`config.mk`:
```
export PLATFORM = sky130hd
export DESIGN_NAME = ascr_top
export DESIGN_NICKNAME = d
export VERILOG_FILES = /design/src/ascr_pkg.sv /design/src/ascr_result_mem.sv /design/src/ascr_top.sv
export VERILOG_INCLUDE_DIRS = /design/src
export SDC_FILE = /design/constraint.sdc
export NUM_CORES = 1
export LEC_CHECK = 0
export BUFFER_PORTS_ARGS = -buffer_cell sky130_fd_sc_hd__buf_2
export CAP_MARGIN = 20
export CORE_UTILIZATION = 58
export CTS_CLUSTER_DIAMETER = 100
export DETAILED_ROUTE_END_ITERATION = 16
export PLACE_DENSITY = 0.82
export SLEW_MARGIN = 20
export SYNTH_ARGS = -nofsm -noshare
export SYNTH_HDL_FRONTEND = slang
export SYNTH_SLANG_ARGS = --single-unit
```
`constraint.sdc`:
```
create_clock -name i_clk_sys -period 3 [get_ports i_clk_sys]
set_input_delay 0 -clock i_clk_sys [delete_from_list [all_inputs] [get_ports i_clk_sys]]
set_output_delay 0 -clock i_clk_sys [all_outputs]
set_load 0.03 [all_outputs]
```
`src/ascr_consts.svh`:
```
// Timing and configuration constants for the converter serial logic.
// Assumes a 50 MHz system clock sampling all link pins.
`ifndef ASCR_CONSTS_SVH
`define ASCR_CONSTS_SVH
`define ASCR_CLK_NS        20
`define ASCR_CONVERSION_TIME_MAX_NS  2200
`define ASCR_CONVERSION_TIME_MIN_NS  500
`define ASCR_CONV_MAX_CYC  ((`ASCR_CONVERSION_TIME_MAX_NS) / (`ASCR_CLK_NS))
`define ASCR_CONV_MIN_CYC  ((`ASCR_CONVERSION_TIME_MIN_NS + `ASCR_CLK_NS - 1) / `ASCR_CLK_NS)
`define ASCR_CFG_W         14
`define ASCR_CFG_LOAD_EDGE 14
`define ASCR_DATA_EDGES    16
`define ASCR_CFG_DEFAULT   14'h3FFF
`define ASCR_CFG_REF_LSB   3
`define ASCR_CFG_REF_MSB   5
`define ASCR_CFG_RB_BIT    0
`endif

```
`src/ascr_pkg.sv`:
```
// Types shared by the converter serial logic.
// Assumes nothing beyond the constants header.
package ascr_pkg;
	typedef enum logic [2:0] {
		ASCR_ACQ  = 3'b001,
		ASCR_CONV = 3'b010,
		ASCR_DONE = 3'b100
	} ascr_phase_t;
endpackage

```
`src/ascr_result_mem.sv`:
```
// Result holding register: keeps the last completed conversion word.
// Assumes a write only at the end of a conversion.
`timescale 1ns/1ps
`default_nettype none
module ascr_result_mem #(
	parameter int W = 16
) (
	input  wire logic         i_clk_sys,
	input  wire logic         i_resetn,
	input  wire logic         i_wr,
	input  wire logic [W-1:0] i_wdata,
	output logic      [W-1:0] o_rdata
);
	initial begin
		if (W < 1) $error("bad width");
	end
	always_ff @(posedge i_clk_sys) begin
		if (!i_resetn) begin
			o_rdata <= '0;
		end else if (i_wr) begin
			o_rdata <= i_wdata;
		end
	end
endmodule
`default_nettype wire

```
`src/ascr_top.sv`:
```
// Conversion control and four-wire serial logic of the converter.
// Assumes pins arrive asynchronously; sampled by i_clk_sys.
//
// Notes on behaviour
// - Conversions start only from the conversion start line.
// - Config input high at first falling edge loads word at edge fourteen.
// - After edge fourteen further config data ignored until max conversion time.
// - Config word accepted during the same transfer that reads data.
// - Factory default configuration used until host writes one.
// - Result readable during acquisition or after conversion, not during it.
// - Output stays released during conversion; the new result is read after it.
// - Optional start bit precedes result as busy indication.
// - Busy indication enabled only if start line low before max time.
// - Device powers down at the end of every conversion.
// - Reference and buffer power down separately or together by config.
// - Start line rising begins conversion, output goes high impedance.
// - Output released after sixteenth falling edge (seventeenth in busy mode) or start line rise.
// - In busy mode output driven when conversion completes.
`timescale 1ns/1ps
`default_nettype none
`include "ascr_consts.svh"
module ascr_top
	import ascr_pkg::*;
#(
	parameter int CONV_MAX_CYC = `ASCR_CONV_MAX_CYC,
	parameter int RES_W        = 16
) (
	input  wire logic             i_clk_sys,
	input  wire logic             i_resetn,
	input  wire logic             i_conversion_start_line,
	input  wire logic             i_sck,
	input  wire logic             i_cfg_din,
	input  wire logic [RES_W-1:0] i_sample,
	output logic                  o_serial_result_output,
	output logic                  o_serial_result_output_oe_n,
	output logic [`ASCR_CFG_W-1:0] o_cfg,
	output logic                  o_powered_down,
	output logic                  o_ref_pd,
	output logic                  o_buf_pd
);
	initial begin
		if (CONV_MAX_CYC < 2 || CONV_MAX_CYC > 4096) $error("bad count");
		if (RES_W != 16) $error("width must be 16");
	end

	// Two-stage synchronisers; stage one read only by stage two
	logic [2:0] s1_reg, s2_reg, s3_reg;
	always_ff @(posedge i_clk_sys) begin
		if (!i_resetn) begin
			s1_reg <= 3'h0;
			s2_reg <= 3'h0;
			s3_reg <= 3'h0;
		end else begin
			s1_reg <= {i_conversion_start_line, i_sck, i_cfg_din};
			s2_reg <= s1_reg;
			s3_reg <= s2_reg;
		end
	end
	logic conversion_start_line, din, cnv_rise, sck_fall;
	assign conversion_start_line      = s2_reg[2];
	assign din      = s2_reg[0];
	assign cnv_rise = s2_reg[2] & ~s3_reg[2];
	assign sck_fall = ~s2_reg[1] & s3_reg[1];

	// Conversion phase
	ascr_phase_t phase_reg;
	logic [12:0] conv_cnt_reg;
	logic        conv_end;
	assign conv_end = (phase_reg == ASCR_CONV)
		&& (conv_cnt_reg == 13'(CONV_MAX_CYC - 1));
	always_ff @(posedge i_clk_sys) begin
		if (!i_resetn) begin
			phase_reg    <= ASCR_ACQ;
			conv_cnt_reg <= 13'h0000;
		end else begin
			unique case (phase_reg)
				ASCR_ACQ, ASCR_DONE: begin
					conv_cnt_reg <= 13'h0000;
					if (cnv_rise) begin
						phase_reg <= ASCR_CONV;
					end else begin
						phase_reg <= ASCR_ACQ;
					end
				end
				ASCR_CONV: begin
					conv_cnt_reg <= conv_cnt_reg + 13'h0001;
					if (conv_end) begin
						phase_reg <= ASCR_DONE;
					end
				end
			endcase
		end
	end
	// Power down outside conversions, scales power with rate
	assign o_powered_down = (phase_reg != ASCR_CONV);

	// Busy mode decided at conversion end: start line still held low.
	// Deciding on entry failed, since the line is high as it rises.
	logic busy_en_reg;
	logic busy_now;
	assign busy_now = conv_end && !conversion_start_line;
	always_ff @(posedge i_clk_sys) begin
		if (!i_resetn) begin
			busy_en_reg <= 1'b0;
		end else if (cnv_rise) begin
			busy_en_reg <= 1'b0;
		end else if (conv_end) begin
			busy_en_reg <= !conversion_start_line;
		end
	end

	// Result store: old word stays visible until conversion ends
	logic [RES_W-1:0] result;
	ascr_result_mem #(.W(RES_W)) u_mem (
		.i_clk_sys (i_clk_sys),
		.i_resetn  (i_resetn),
		.i_wr      (conv_end),
		.i_wdata   (i_sample),
		.o_rdata   (result)
	);

	// Serial transfer: shift out result, shift in config
	logic [4:0]             edge_cnt_reg;
	logic                   cfg_wr_reg;
	logic                   cfg_lock_reg;
	logic [`ASCR_CFG_W-1:0] cfg_sh_reg;
	logic [RES_W:0]         out_sh_reg;
	logic                   oe_reg;
	logic [4:0]             last_edge;
	assign last_edge = busy_en_reg ? 5'(`ASCR_DATA_EDGES + 1)
		: 5'(`ASCR_DATA_EDGES);

	always_ff @(posedge i_clk_sys) begin
		if (!i_resetn) begin
			edge_cnt_reg <= 5'h00;
			cfg_wr_reg   <= 1'b0;
			cfg_sh_reg   <= '0;
		end else if (cnv_rise || conv_end) begin
			// Readout after the end is a fresh frame
			edge_cnt_reg <= 5'h00;
			cfg_wr_reg   <= 1'b0;
		end else if (sck_fall) begin
			if (edge_cnt_reg != 5'h1F) begin
				edge_cnt_reg <= edge_cnt_reg + 5'h01;
			end
			if (edge_cnt_reg == 5'h00) begin
				cfg_wr_reg <= din & ~cfg_lock_reg;
			end
			cfg_sh_reg <= {cfg_sh_reg[`ASCR_CFG_W-2:0], din};
		end
	end

	// Lock after a load until max conversion time has passed;
	// a load in the last conversion cycle wins over the clear
	always_ff @(posedge i_clk_sys) begin
		if (!i_resetn) begin
			cfg_lock_reg <= 1'b0;
		end else if (sck_fall && cfg_wr_reg
			&& edge_cnt_reg == 5'(`ASCR_CFG_LOAD_EDGE - 1)) begin
			cfg_lock_reg <= 1'b1;
		end else if (conv_end) begin
			cfg_lock_reg <= 1'b0;
		end
	end

	always_ff @(posedge i_clk_sys) begin
		if (!i_resetn) begin
			o_cfg <= `ASCR_CFG_DEFAULT;
		end else if (sck_fall && cfg_wr_reg && !cfg_lock_reg
			&& edge_cnt_reg == 5'(`ASCR_CFG_LOAD_EDGE - 1)) begin
			o_cfg <= {cfg_sh_reg[`ASCR_CFG_W-2:0], din};
		end
	end
	// Reference field: top bit arms power-down, lower bits pick which;
	// both picked gives the lowest power
	assign o_ref_pd = o_cfg[`ASCR_CFG_REF_MSB]
		& o_cfg[`ASCR_CFG_REF_MSB - 1];
	assign o_buf_pd = o_cfg[`ASCR_CFG_REF_MSB]
		& o_cfg[`ASCR_CFG_REF_LSB];

	// Output driver
	always_ff @(posedge i_clk_sys) begin
		if (!i_resetn) begin
			oe_reg     <= 1'b0;
			out_sh_reg <= '0;
		end else if (cnv_rise) begin
			oe_reg <= 1'b0;
		end else if (busy_now) begin
			oe_reg     <= 1'b1;
			out_sh_reg <= {1'b0, i_sample};
		end else if (phase_reg != ASCR_CONV && !busy_en_reg
			&& !conversion_start_line && !oe_reg && edge_cnt_reg == 5'h00) begin
			oe_reg     <= 1'b1;
			out_sh_reg <= {result, 1'b0};
		end else if (sck_fall && oe_reg) begin
			out_sh_reg <= {out_sh_reg[RES_W-1:0], 1'b0};
			if (edge_cnt_reg + 5'h01 == last_edge) begin
				oe_reg <= 1'b0;
			end
		end
	end
	assign o_serial_result_output      = out_sh_reg[RES_W];
	assign o_serial_result_output_oe_n = ~oe_reg;

	chk_conv_len: assert property (@(posedge i_clk_sys) disable iff (!i_resetn)
		$rose(phase_reg == ASCR_CONV) |->
		(phase_reg == ASCR_CONV)[*2]) else $error("conversion too short");
	chk_rise_hiz: assert property (@(posedge i_clk_sys) disable iff (!i_resetn)
		cnv_rise |=> !oe_reg) else $error("output not released");
	chk_cfg_hold: assert property (@(posedge i_clk_sys) disable iff (!i_resetn)
		cfg_lock_reg |=> $stable(o_cfg)) else $error("config changed locked");
	chk_pd_idle: assert property (@(posedge i_clk_sys) disable iff (!i_resetn)
		conv_end |=> o_powered_down) else $error("no power down");
	chk_busy_drive: assert property (@(posedge i_clk_sys) disable iff (!i_resetn)
		busy_now |=> !o_serial_result_output_oe_n
		&& !o_serial_result_output) else $error("no start bit");
	chk_result_keep: assert property (@(posedge i_clk_sys) disable iff (!i_resetn)
		(phase_reg == ASCR_CONV && !conv_end) |=> $stable(result))
		else $error("result changed mid conversion");
	chk_nocfg_keep: assert property (@(posedge i_clk_sys) disable iff (!i_resetn)
		!cfg_wr_reg |=> $stable(o_cfg)) else $error("config changed");
	chk_edge_release: assert property (@(posedge i_clk_sys) disable iff (!i_resetn)
		(sck_fall && oe_reg && !cnv_rise && !conv_end
		&& edge_cnt_reg == 5'(`ASCR_DATA_EDGES - 1) && !busy_en_reg)
		|=> !oe_reg) else $error("output held past last edge");
endmodule
`default_nettype wire

```
==> flow_summary.ini <==
[run_status]
status = complete, no violations

[global_routing]
overflow = 0
grt_pass1_vias = 3268
grt_usage = 0.257
grt_pass1_wl_um = 14800
grt_max_degree = 27
antenna_found_initial = 0

[worst_hold_path]
worstHoldStart = i_resetn
hold_path.class = input port to flip-flop
whs_endpoint = o_cfg[13]
hold_depth = 2

[floorplan]
die_x_um = 84.7
io-pin-count = 40
fp.dieH_um = 84.7
core_area_sq_mm = 0.00646
row_count = 29
fp.dieArea_sq_mm = 0.00717
start_util = 0.614

[routing]
drt-initial-drc-count = 213
viasPerCell = 5.89
wl_um = 8810
drt-pass1-iter-count = 6
detail-route-antenna-nets = 0
vias = 3441
drc_errors = 0
wire_per_inst_um = 15.1

[worst_setup_path]
path_class = flip-flop to flip-flop
endpoint_kind = flip-flop
cp.required_ns = 3.27
crit_fanout = 19
path_cells = ha_1, or4b_1, or4_1, o211a_1, o32ai_1
reg2reg_to = out_sh_reg[9]
arrival_ns = 2.88
critical_path.max_stage_delay_ns = 0.89
reg2reg_setup_slack_ns = 0.39
reg2regPathDepth = 5
slowest_stage = or4_1
start_kind = flip-flop
rr_startpoint = conv_cnt_reg[0]

[placement]
gp_congestion = 0.873
dp.cells = 549
post_dp_cell_area_sq_mm = 0.00422
post-place-ws_ns = 0.458
io_buffer_count = 39
dp_hpwl_um = 5750

[yosys]
synth_ff_type = dfxtp_1
synthDistinctLibCells = 49
async_flop_share = 0
synth.avg_cell_area_sq_um = 8.76
synth_nets = 480
yosys.area.top_type = dfxtp_1
synth_area_leaders = dfxtp_1, nand2_1, a21oi_1, mux2i_1, o32ai_1
yosysWarnings = 0
syn_area_sq_mm = 0.00397
ys_seq_area_frac = 0.469
synth-edff-count = 0
yosys.area.top_type_share = 0.469
syn_inst = 453
ys_ff_latch = 93

[power]
power.leakage_nw = 1.55
powerDensity_mw_per_mm2 = 476
p_total_mw = 2.19
vdd_drop_max_mv = 0.293

[layout]
num-nets-final = 529
largest_reg_flops = 17
design_area_sq_mm = 0.00460
fin_util = 0.713
drive_gt1_frac = 0.144
fillers = 517
seqCellArea_sq_mm = 0.00186
area_growth_pct = 16.1
antennaDiodeCount = 0
multi_input_area_sq_mm = 0.00188
final_cell_count_no_fill = 584

[sta]
rsz0062_at_grt = false
hold_violations = 0
final-setup-viol-count = 0
timing.setup.tns_ns = 0
hold_ws_ns = 0.0243
skew_ns = 0.00830
drv_slew = 0
worst_slew_pin_slew_ns = 0.797
fin_ws_ns = 0.390
max_slew_margin = 0.467
timing.final.crit_period_ns = 2.61
clock.fmax_mhz = 383
min_period_over_period = 0.870

[clock_tree]
numCtsBuffers = 9
cts_resized = 0
ctsRootBufferMaster = clkbuf_8
clk_pin_slew_ns = 0.09
clock_sinks = 93
clock_path_buffers = 2
clk_latency_ns = 0.36
cts_tree = yes
htree_levels = 3

[job]
cap_violations = 0
-- logic make-up after synthesis --
| group | Yosys count | share of synthesized area |
|---|---|---|
| compound gates | 98 | 0.159 |
| xor+xnor | 12 | 0.0265 |
| fa+ha+maj | 6 | 0.0189 |
| buf+inv | 57 | 0.0587 |
| flops | 93 | 0.469 |
| mux | 15 | 0.0378 |
| simple gates | 172 | 0.230 |
-- placed cells by master, fill, tap and decap left out, drive strengths merged, types with 11 or more instances in the layout --
cell type,count
a21oi,35
inv,24
o32ai,16
mux2i,15
clkbuf,12
dlygate4sd3,19
a211oi,14
nand2,58
nand3,19
buf,51
dfxtp,93
o21ai,23
nor2,33
nor4b,13
and2,11
-- Yosys cell counts (3+ instances only) --
cell,n
o32ai_1,16
nor2_1,33
nor2b_1,3
nor4_1,3
a21oi_1,35
inv_1,24
dfxtp_1,93
mux2i_1,15
xor2_1,6
nand3_1,19
a211oi_1,14
nand4_1,4
nand2_1,58
o21ai_0,22
ha_1,6
xnor2_1,6
buf_2,9
nor4b_1,13
and2_1,11
clkbuf_1,20
or3_1,5
or4_1,3
-- metal layers --
metal / up-vias / part of all wire / GRT usage
met3: 15 / 0.053 / 0.0590
met2: 111 / 0.49 / 0.430
met1: 1629 / 0.44 / 0.326
met4: 0 / 0.013 / 0.0909
li1: 1686 / - / -
met5: - / 0 / 0
-- worst max-delay path: cells and delay by family (launching register included) --
kind,cells,cell delay [ns]
simple gates,2,1.44
flops,1,0.42
compound gates,2,0.48
fa+ha+maj,1,0.19
-- what timing repair did --
| action | 4_1_cts | 5_1_grt |
|---|---|---|
| hold buffers | 19 | 0 |
| hold endpoints to repair | 34 | 0 |
| setup buffers | 0 | 0 |
-- report_power, final --
group          total (mW)  internal [mW]  switching, mW  leakage, nW
Clock               0.819          0.406          0.413       0.0964
Combinational       0.127         0.0483         0.0790        0.702
Sequential           1.24           1.24        0.00456        0.751
Total                2.19           1.69          0.496         1.55
-- worst max path at each step --
| stage | from | end | slack, ns | cells past startpoint |
|---|---|---|---|---|
| after CTS | conv_cnt_reg[0] | out_sh_reg[9] | 0.42 | 5 |
| after detailed placement | conv_cnt_reg[0] | out_sh_reg[9] | 0.46 | 5 |
| final | conv_cnt_reg[0] | out_sh_reg[9] | 0.39 | 5 |
| after floorplan | edge_cnt_reg[0] | out_sh_reg[10] | 0.65 | 10 |
| after global routing | edge_cnt_reg[1] | out_sh_reg[12] | 0.27 | 7 |
| after global placement | conv_cnt_reg[0] | out_sh_reg[9] | 0.55 | 5 |
-- area by class of cell --
cell class                      instances  area share
Multi-Input combinational cell        303       0.409
Sequential cell                        93       0.404
Timing Repair Buffer                   70       0.103
Clock buffer                           12      0.0315
Tap cell                               77      0.0209
Inverter                               25      0.0204
Clock inverter                          4      0.0103
(Power assumes the default switching activity.)
